File: config.mk
export PLATFORM = sky130hd
export DESIGN_NAME = sbrc_standby_ram_ctrl
export DESIGN_NICKNAME = d
export VERILOG_FILES = /design/src/design/sbrc_pkg.sv /design/src/design/sbrc_standby_ram_ctrl.sv
export SDC_FILE = /design/constraint.sdc
export NUM_CORES = 1
export LEC_CHECK = 0
export ABC_CLOCK_PERIOD_IN_PS = 3530
export BUFFER_PORTS_ARGS = -buffer_cell sky130_fd_sc_hd__buf_4
export CORE_MARGIN = 5
export CORE_UTILIZATION = 33
export CTS_CLUSTER_DIAMETER = 50
export DETAILED_ROUTE_END_ITERATION = 16
export GPL_ROUTABILITY_DRIVEN = 0
export PLACE_DENSITY = 0.82
export SLEW_MARGIN = 20
export SYNTH_ARGS = -nofsm -noshare
export SYNTH_HDL_FRONTEND = slang
export SYNTH_SLANG_ARGS = --single-unit
File: constraint.sdc
create_clock -name sys_clk -period 3.53 [get_ports sys_clk]
set_clock_uncertainty 0.05 [all_clocks]
set_input_delay 0.1765 -clock sys_clk [delete_from_list [all_inputs] [get_ports sys_clk]]
set_output_delay 0.1765 -clock sys_clk [all_outputs]
set_load 0.02 [all_outputs]
File: src/design/sbrc_pkg.sv
// Package for the standby and RAM enable control block
`default_nettype none
package sbrc_pkg;
  // Register indices on the plain register port
  localparam logic [3:0] ADDR_STANDBY_CONTROL = 4'h0;
  localparam logic [3:0] ADDR_SYSTEM_CONTROL  = 4'h1;
  // Standby control field positions
  localparam int STBY_SEL_POS   = 7;
  localparam int PORT_FLOAT_POS = 6;
  localparam int IRQ_WAKE_POS   = 0;
  // System control field positions
  localparam int RAM_EN_POS     = 0;
  // Reset values of the writable bits
  localparam logic STBY_SEL_RST   = 1'b0;
  localparam logic PORT_FLOAT_RST = 1'b0;
  localparam logic IRQ_WAKE_RST   = 1'b1;
  localparam logic RAM_EN_RST     = 1'b1;
  // Fixed read patterns of reserved bits
  localparam logic [7:0] STBY_FIXED_MASK = 8'h3e;
  localparam logic [7:0] STBY_FIXED_VAL  = 8'h1e;
  localparam logic [7:0] SYS_FIXED_VAL   = 8'hc0;
  // Undefined value returned by a blocked RAM read
  localparam logic [31:0] RAM_BLOCKED_DATA = 32'h0000_0000;
  // Run mode and the low-power target modes
  typedef enum logic [1:0] {SBRC_RUN, SBRC_SLEEP, SBRC_STANDBY} sbrc_mode_type;
endpackage
`default_nettype wire

File: src/design/sbrc_standby_ram_ctrl.sv
// Standby control and on-chip RAM enable control registers
// How it works
// - A sleep instruction enters sleep when standby select is 0 and software standby when it is 1, reset value 0.
// - A write of 1 to standby select is refused while the watchdog timer enable is 1.
// - In software standby ports hold when port float select is 0 and float when it is 1, reset value 0.
// - A write of 1 to port float select is refused while the watchdog timer enable is 1.
// - Standby control bit 5 reads 0 and bits 4 to 1 read 1, none of them writable.
// - The IRQ wake control bit resets to 1 and lets the IRQ lines clear standby only when 0.
// - With the RAM enable bit at 0 RAM reads return a fixed filler and RAM writes are dropped.
// - With the RAM enable bit at 1 RAM is reached normally, and it resets to 1.
// - System control bits 7 and 6 read 1 and bits 5 to 1 read 0, none of them writable.
//
// Our own choices: the register offsets and strobed register access.
`default_nettype none
module sbrc_standby_ram_ctrl (
  // Clock, reset, enable
  input  wire logic        sys_clk,
  input  wire logic        srst,
  input  wire logic        clk_en,
  // Register port
  input  wire logic [3:0]  reg_addr,
  input  wire logic [7:0]  reg_wdata,
  input  wire logic        reg_wr,
  input  wire logic        reg_rd,
  output logic      [7:0]  reg_rdata,
  // Watchdog interlock
  input  wire logic        watchdog_timer_enable,
  // Sleep and wake
  input  wire logic        sleep_exec,
  input  wire logic        in_standby,
  input  wire logic [3:0]  irq_req,
  output logic             mode_req,
  output var sbrc_pkg::sbrc_mode_type mode_sel,
  output logic             mode_port_float,
  output logic             irq_wake,
  output logic             port_float_active,
  // CPU side of the on-chip RAM
  input  wire logic        cpu_ram_rd,
  input  wire logic        cpu_ram_wr,
  output logic      [31:0] cpu_ram_rdata,
  // Array side of the on-chip RAM
  input  wire logic [31:0] ram_rdata,
  output logic             ram_rd,
  output logic             ram_wr
);

  logic       stby_sel_r, stby_sel_nxt;
  logic       port_float_r, port_float_nxt;
  logic       irq_wake_ctl_r, irq_wake_ctl_nxt;
  logic       ram_en_r, ram_en_nxt;
  logic [7:0] rdata_r, rdata_nxt;
  logic       mode_req_r, mode_req_nxt;
  sbrc_pkg::sbrc_mode_type mode_r, mode_nxt;
  logic       mode_float_r, mode_float_nxt;

  // Read image of each register with fixed reserved bits
  function automatic logic [7:0] read_image(input logic [3:0] a, input logic ss, input logic pf,
                                            input logic iw, input logic re);
    logic [7:0] v;
    v = 8'h00;
    if (a == sbrc_pkg::ADDR_STANDBY_CONTROL) begin
      v = sbrc_pkg::STBY_FIXED_VAL;
      v[sbrc_pkg::STBY_SEL_POS]   = ss;
      v[sbrc_pkg::PORT_FLOAT_POS] = pf;
      v[sbrc_pkg::IRQ_WAKE_POS]   = iw;
    end else if (a == sbrc_pkg::ADDR_SYSTEM_CONTROL) begin
      v = sbrc_pkg::SYS_FIXED_VAL;
      v[sbrc_pkg::RAM_EN_POS] = re;
    end
    return v;
  endfunction

  // Register writes; the watchdog interlock only blocks setting, never clearing
  always_comb begin
    stby_sel_nxt     = stby_sel_r;
    port_float_nxt   = port_float_r;
    irq_wake_ctl_nxt = irq_wake_ctl_r;
    ram_en_nxt       = ram_en_r;
    if (reg_wr && reg_addr == sbrc_pkg::ADDR_STANDBY_CONTROL) begin
      if (!(reg_wdata[sbrc_pkg::STBY_SEL_POS] && watchdog_timer_enable)) begin
        stby_sel_nxt = reg_wdata[sbrc_pkg::STBY_SEL_POS];
      end
      if (!(reg_wdata[sbrc_pkg::PORT_FLOAT_POS] && watchdog_timer_enable)) begin
        port_float_nxt = reg_wdata[sbrc_pkg::PORT_FLOAT_POS];
      end
      irq_wake_ctl_nxt = reg_wdata[sbrc_pkg::IRQ_WAKE_POS];
    end
    if (reg_wr && reg_addr == sbrc_pkg::ADDR_SYSTEM_CONTROL) begin
      ram_en_nxt = reg_wdata[sbrc_pkg::RAM_EN_POS];
    end
  end

  // Read data stands only in the cycle after the strobe
  always_comb begin
    rdata_nxt = 8'h00;
    if (reg_rd) begin
      rdata_nxt = read_image(reg_addr, stby_sel_r, port_float_r, irq_wake_ctl_r, ram_en_r);
    end
  end

  // Sleep request: mode chosen from standby select at the instruction
  always_comb begin
    mode_req_nxt   = sleep_exec;
    mode_nxt       = sbrc_pkg::SBRC_RUN;
    mode_float_nxt = mode_float_r;
    if (sleep_exec) begin
      mode_nxt       = stby_sel_r ? sbrc_pkg::SBRC_STANDBY : sbrc_pkg::SBRC_SLEEP;
      mode_float_nxt = port_float_r;
    end else begin
      mode_nxt = mode_r;
    end
  end

  // State registers, frozen while the clock enable is low
  always_ff @(posedge sys_clk) begin
    if (srst) begin
      stby_sel_r     <= sbrc_pkg::STBY_SEL_RST;
      port_float_r   <= sbrc_pkg::PORT_FLOAT_RST;
      irq_wake_ctl_r <= sbrc_pkg::IRQ_WAKE_RST;
      ram_en_r       <= sbrc_pkg::RAM_EN_RST;
      rdata_r        <= 8'h00;
      mode_req_r     <= 1'b0;
      mode_r         <= sbrc_pkg::SBRC_RUN;
      mode_float_r   <= 1'b0;
    end else if (clk_en) begin
      stby_sel_r     <= stby_sel_nxt;
      port_float_r   <= port_float_nxt;
      irq_wake_ctl_r <= irq_wake_ctl_nxt;
      ram_en_r       <= ram_en_nxt;
      rdata_r        <= rdata_nxt;
      mode_req_r     <= mode_req_nxt;
      mode_r         <= mode_nxt;
      mode_float_r   <= mode_float_nxt;
    end
  end

  // Outputs
  assign reg_rdata       = rdata_r;
  assign mode_req        = mode_req_r;
  assign mode_sel        = mode_r;
  assign mode_port_float = mode_float_r;
  // Any IRQ line may wake standby only when wake control is 0
  assign irq_wake        = in_standby && !irq_wake_ctl_r && (|irq_req);
  // Ports float only while in software standby with float chosen
  assign port_float_active = in_standby && port_float_r;

  // RAM gate: combinational so RAM keeps its one-cycle access
  assign ram_rd        = cpu_ram_rd && ram_en_r;
  assign ram_wr        = cpu_ram_wr && ram_en_r;
  assign cpu_ram_rdata = ram_en_r ? ram_rdata : sbrc_pkg::RAM_BLOCKED_DATA;

  // Checks
  property p_stby_refused;
    @(posedge sys_clk) disable iff (srst)
      (clk_en && reg_wr && reg_addr == sbrc_pkg::ADDR_STANDBY_CONTROL && watchdog_timer_enable && !stby_sel_r)
      |=> !stby_sel_r;
  endproperty
  a_stby_refused: assert property (p_stby_refused) else $error("standby select set while watchdog on");

  property p_float_refused;
    @(posedge sys_clk) disable iff (srst)
      (clk_en && reg_wr && reg_addr == sbrc_pkg::ADDR_STANDBY_CONTROL && watchdog_timer_enable && !port_float_r)
      |=> !port_float_r;
  endproperty
  a_float_refused: assert property (p_float_refused) else $error("port float set while watchdog on");

  property p_mode_sel;
    @(posedge sys_clk) disable iff (srst)
      (clk_en && sleep_exec) |=> mode_req && (mode_sel == ($past(stby_sel_r) ? sbrc_pkg::SBRC_STANDBY
                                                             : sbrc_pkg::SBRC_SLEEP));
  endproperty
  a_mode_sel: assert property (p_mode_sel) else $error("wrong low-power mode chosen");

  property p_float_out;
    @(posedge sys_clk) disable iff (srst)
      (clk_en && sleep_exec) |=> mode_port_float == $past(port_float_r);
  endproperty
  a_float_out: assert property (p_float_out) else $error("port float choice not passed");

  property p_stby_read;
    @(posedge sys_clk) disable iff (srst)
      (clk_en && reg_rd && reg_addr == sbrc_pkg::ADDR_STANDBY_CONTROL)
      |=> (reg_rdata & sbrc_pkg::STBY_FIXED_MASK) == sbrc_pkg::STBY_FIXED_VAL;
  endproperty
  a_stby_read: assert property (p_stby_read) else $error("standby reserved bits wrong");

  property p_sys_read;
    @(posedge sys_clk) disable iff (srst)
      (clk_en && reg_rd && reg_addr == sbrc_pkg::ADDR_SYSTEM_CONTROL)
      |=> reg_rdata[7:1] == sbrc_pkg::SYS_FIXED_VAL[7:1];
  endproperty
  a_sys_read: assert property (p_sys_read) else $error("system control reserved bits wrong");

  property p_ram_block;
    @(posedge sys_clk) disable iff (srst)
      !ram_en_r |-> !ram_wr && !ram_rd;
  endproperty
  a_ram_block: assert property (p_ram_block) else $error("RAM reached while disabled");

  property p_ram_open;
    @(posedge sys_clk) disable iff (srst)
      (ram_en_r && cpu_ram_wr) |-> ram_wr;
  endproperty
  a_ram_open: assert property (p_ram_open) else $error("RAM write lost while enabled");

  property p_irq_wake;
    @(posedge sys_clk) disable iff (srst)
      (in_standby && |irq_req) |-> (irq_wake == !irq_wake_ctl_r);
  endproperty
  a_irq_wake: assert property (p_irq_wake) else $error("IRQ wake gating wrong");

  property p_port_float;
    @(posedge sys_clk) disable iff (srst)
      in_standby |-> (port_float_active == port_float_r);
  endproperty
  a_port_float: assert property (p_port_float) else $error("port float state wrong in standby");

  // Checks on freezing, idle outputs, RAM read data and write acceptance
  property p_freeze;
    @(posedge sys_clk) disable iff (srst)
      !clk_en |=> $stable(stby_sel_r) && $stable(port_float_r) && $stable(irq_wake_ctl_r) && $stable(ram_en_r)
                  && $stable(reg_rdata) && $stable(mode_req) && $stable(mode_sel) && $stable(mode_port_float);
  endproperty
  a_freeze: assert property (p_freeze) else $error("state moved while clock enable low");

  property p_rdata_idle;
    @(posedge sys_clk) disable iff (srst)
      (clk_en && !reg_rd) |=> reg_rdata == 8'h00;
  endproperty
  a_rdata_idle: assert property (p_rdata_idle) else $error("read data stands without a read");

  property p_irq_quiet;
    @(posedge sys_clk) disable iff (srst)
      !in_standby |-> !irq_wake;
  endproperty
  a_irq_quiet: assert property (p_irq_quiet) else $error("IRQ wake outside standby");

  property p_float_quiet;
    @(posedge sys_clk) disable iff (srst)
      !in_standby |-> !port_float_active;
  endproperty
  a_float_quiet: assert property (p_float_quiet) else $error("ports float outside standby");

  property p_ram_pass;
    @(posedge sys_clk) disable iff (srst)
      (ram_en_r && cpu_ram_rd) |-> ram_rd && (cpu_ram_rdata == ram_rdata);
  endproperty
  a_ram_pass: assert property (p_ram_pass) else $error("RAM read blocked while enabled");

  property p_ram_fill;
    @(posedge sys_clk) disable iff (srst)
      !ram_en_r |-> cpu_ram_rdata == sbrc_pkg::RAM_BLOCKED_DATA;
  endproperty
  a_ram_fill: assert property (p_ram_fill) else $error("RAM data leaks while disabled");

  property p_stby_clear;
    @(posedge sys_clk) disable iff (srst)
      (clk_en && reg_wr && reg_addr == sbrc_pkg::ADDR_STANDBY_CONTROL && !reg_wdata[sbrc_pkg::STBY_SEL_POS])
      |=> !stby_sel_r;
  endproperty
  a_stby_clear: assert property (p_stby_clear) else $error("standby select clear refused");

  property p_float_clear;
    @(posedge sys_clk) disable iff (srst)
      (clk_en && reg_wr && reg_addr == sbrc_pkg::ADDR_STANDBY_CONTROL && !reg_wdata[sbrc_pkg::PORT_FLOAT_POS])
      |=> !port_float_r;
  endproperty
  a_float_clear: assert property (p_float_clear) else $error("port float clear refused");

  property p_stby_take;
    @(posedge sys_clk) disable iff (srst)
      (clk_en && reg_wr && reg_addr == sbrc_pkg::ADDR_STANDBY_CONTROL && !watchdog_timer_enable
       && reg_wdata[sbrc_pkg::STBY_SEL_POS]) |=> stby_sel_r;
  endproperty
  a_stby_take: assert property (p_stby_take) else $error("standby select set lost with watchdog off");

  property p_ram_en_wr;
    @(posedge sys_clk) disable iff (srst)
      (clk_en && reg_wr && reg_addr == sbrc_pkg::ADDR_SYSTEM_CONTROL)
      |=> ram_en_r == $past(reg_wdata[sbrc_pkg::RAM_EN_POS]);
  endproperty
  a_ram_en_wr: assert property (p_ram_en_wr) else $error("RAM enable write lost");

  property p_mode_once;
    @(posedge sys_clk) disable iff (srst)
      (clk_en && !sleep_exec) |=> !mode_req;
  endproperty
  a_mode_once: assert property (p_mode_once) else $error("mode request longer than one cycle");

  property p_wake_ctl_wr;
    @(posedge sys_clk) disable iff (srst)
      (clk_en && reg_wr && reg_addr == sbrc_pkg::ADDR_STANDBY_CONTROL)
      |=> irq_wake_ctl_r == $past(reg_wdata[sbrc_pkg::IRQ_WAKE_POS]);
  endproperty
  a_wake_ctl_wr: assert property (p_wake_ctl_wr) else $error("IRQ wake control write lost");

endmodule
`default_nettype wire

==> run_results.csv <==
group,metric,value,unit
run_status,outcome,"complete, no violations",
synthesis,yosysSeqAreaShare,0.302,
synthesis,synth.ff_latch_count,12,
power_and_ir_drop,power_density,256,nW/um2
timing,holdWs,0.105,ns
power_and_ir_drop,p_sw_frac,0.288,
placement,dp_slack,2.07,ns
timing,tightest_slew,0.801,ns
synthesis,synth_cell_types,25,
clock_tree,clockBufferDepth,2,
power_and_ir_drop,power_frac_clock,0.276,
timing,slew_headroom,0.465,
critical_path,worst-path-max-fanout,36,
power_and_ir_drop,intPower,282,uW
synthesis,avgSynthCellArea,7.95,um2
timing,fin_ws,1.79,ns
cells_and_area,layout_commonest_cell,"buf_4",
timing,setup_tns,0,ns
grt,grtUsageTotal,0.184,
critical_path,critPathKind,"register to output pin",
floorplan,start_util,0.352,
grt,grt_pass1_vias,1029,
floorplan,fp-row-count,17,
detailed_routing,drc,0,
critical_path,r2r_setup_slack,2.06,ns
floorplan,die_area,3490,um2
power_and_ir_drop,p_leak,0.747,nW
grt,grt_pass1_wl,4.95,mm
clock_tree,cts_buffers,3,
grt,grt_max_degree,37,
synthesis,synth_top_cell_area_share,0.302,
detailed_routing,num_vias,1028,
clock_tree,cts_resized,0,
timing,setup_violations,0,
floorplan,core_area,2250,um2
cells_and_area,area_growth,94.8,%
job,drv_cap,0,
cells_and_area,antennaDiodeCount,0,
timing,max_clock_freq,575,MHz
critical_path,r2r-end,"reg_rdata[0]",
hold_path,min_to,"stby_sel_r",
timing,finalCritPeriodShare,0.493,
floorplan,die_h,59.1,um
grt,grt-ovfl-total,0,
critical_path,critPathCaptureType,"output pin",
clock_tree,cts_sinks,12,
synthesis,yosys.area.top_type,"dfxtp_1",
timing,hold_violations,0,
critical_path,start_kind,"register",
cells_and_area,layout-drive-gt1-share,0.549,
critical_path,arrival,1.51,ns
synthesis,ys_warn_count,0,
cells_and_area,finalNetCount,252,
power_and_ir_drop,seqPwrFrac,0.352,
hold_path,hp-start,"reg_wr",
power_and_ir_drop,p_switching,114,uW
power_and_ir_drop,p_comb_frac,0.372,
detailed_routing,routedWlPerCell,14.6,um
floorplan,num_io_pins,106,
clock_tree,hold_buffers,0,
timing,grt_setup_unrepaired,"false",
synthesis,syn_inst,100,
timing,layout_min_cycle_time,1.74,ns
cells_and_area,fillers,195,
hold_path,hp-class,"input pin to register",
clock_tree,post_cts_buffers,0,
critical_path,setup.worst_path.start,"ram_en_r",
detailed_routing,first_pass_iters,4,
clock_tree,cts-root-buf,"clkbuf_4",
hold_path,hold_path_depth,2,
power_and_ir_drop,irDropWorstVdd,286,uV
placement,io_buffers,99,
clock_tree,clk_latency,0.27,ns
synthesis,synth_area,795,um2
detailed_routing,routed_via_density,4.65,
critical_path,critPathRequiredTime,3.30,ns
synthesis,syn_nets,158,
detailed_routing,first_iter_violations,12,
grt,antenna_found_initial,0,
detailed_routing,ant_nets,0,
clock_tree,clkTransAtPathRegs,0.07,ns
critical_path,r2r-start,"ram_en_r",
clock_tree,htreeDepth,1,
critical_path,ff2ff_path_depth,3,
floorplan,die_width,59.1,um
detailed_routing,wl,3.23,mm
clock_tree,cts_tree,"yes",
timing,slew_violations,0,
synthesis,ys_top_cells_by_area,"dfxtp_1 30%, and2_1 28%, a21oi_1 5.0%, nand2b_1 3.9%, buf_4 3.8%",
cells_and_area,layout_common_cells,"99 x buf_4, 35 x and2_1, 12 x dfxtp_1",
-- sequential cells by signal, summed over array words and instances, names as in the netlist --
name / cells
stby_sel_r: 1
irq_wake_ctl_r: 1
mode_req: 1
port_float_r: 1
mode_sel: 2
ram_en_r: 1
reg_rdata: 4
mode_port_float: 1
-- through the flow --
stage	instances	util	instance area, um2	total power [mW]
3_3_place_gp	217	0.670	1510	0.288
3_5_place_dp	217	0.670	1510	0.291
4_1_cts	221	0.686	1550	0.400
5_1_grt	221	0.686	1550	0.414
6_report	221	0.686	1550	0.396
2_1_floorplan	100	-	795	0.204
-- routing by layer --
| metal | wire, um | GRT usage | up-vias |
|---|---|---|---|
| li1 | - | - | 519 |
| met1 | 1160 | 0.203 | 468 |
| met2 | 1830 | 0.352 | 37 |
| met3 | 193 | 0.0436 | 4 |
| met4 | 46 | 0.0388 | 0 |
| met5 | 0 | 0 | - |
-- logic make-up after synthesis --
group                  Yosys count  share of synthesized area
AND/OR/NAND/NOR                 59                      0.460
AO/OA/AOI/OAI                   16                      0.129
flip-flops                      12                      0.302
buffers and inverters           10                     0.0772
multiplexers                     2                     0.0268
other                            1                    0.00472
-- synth_stat cells, drive strengths merged --
library cell / instances
nand2: 4
a311oi: 3
nor4b: 1
a31oi: 2
conb: 1
mux2: 1
a41oi: 1
nand3b: 2
nor2: 5
clkbuf: 3
dfxtp: 12
or2: 1
nand3: 3
o211ai: 2
or4: 1
and2: 35
nor4: 1
buf: 7
nand2b: 5
a21oi: 8
mux2i: 1
nor3b: 1
-- worst max-delay path by stage --
stage / slack (ns) / to
after detailed placement: 2.07 / reg_rdata[0]
after global placement: 2.13 / reg_rdata[0]
after floorplan: 2.27 / reg_rdata[6]
final: 1.79 / cpu_ram_rdata[21]
after CTS: 1.77 / cpu_ram_rdata[12]
after global routing: 1.64 / cpu_ram_rdata[21]
-- power groups by stage --
stage | clock network (mW) | registers [mW] | logic [mW]
2_1_floorplan | 0 | 0.144 | 0.0591
3_3_place_gp | 0 | 0.142 | 0.146
3_5_place_dp | 0 | 0.143 | 0.148
4_1_cts | 0.112 | 0.139 | 0.148
5_1_grt | 0.118 | 0.140 | 0.156
6_report | 0.109 | 0.139 | 0.147
-- layout make-up --
type | instances | area, um2 | share of cell area
clock buffer | 4 | 36.3 | 0.0234
multi-input combinational | 78 | 493 | 0.319
sequential | 12 | 240 | 0.155
tap | 28 | 35.0 | 0.0226
timing repair buffer | 99 | 743 | 0.480
-- critical path, cell delays in order, from the launching register on --
cell and delay, ns:
dfxtp_1 0.84, and2_1 0.25, buf_4 0.14
Power figures use the tool's default switching activity.
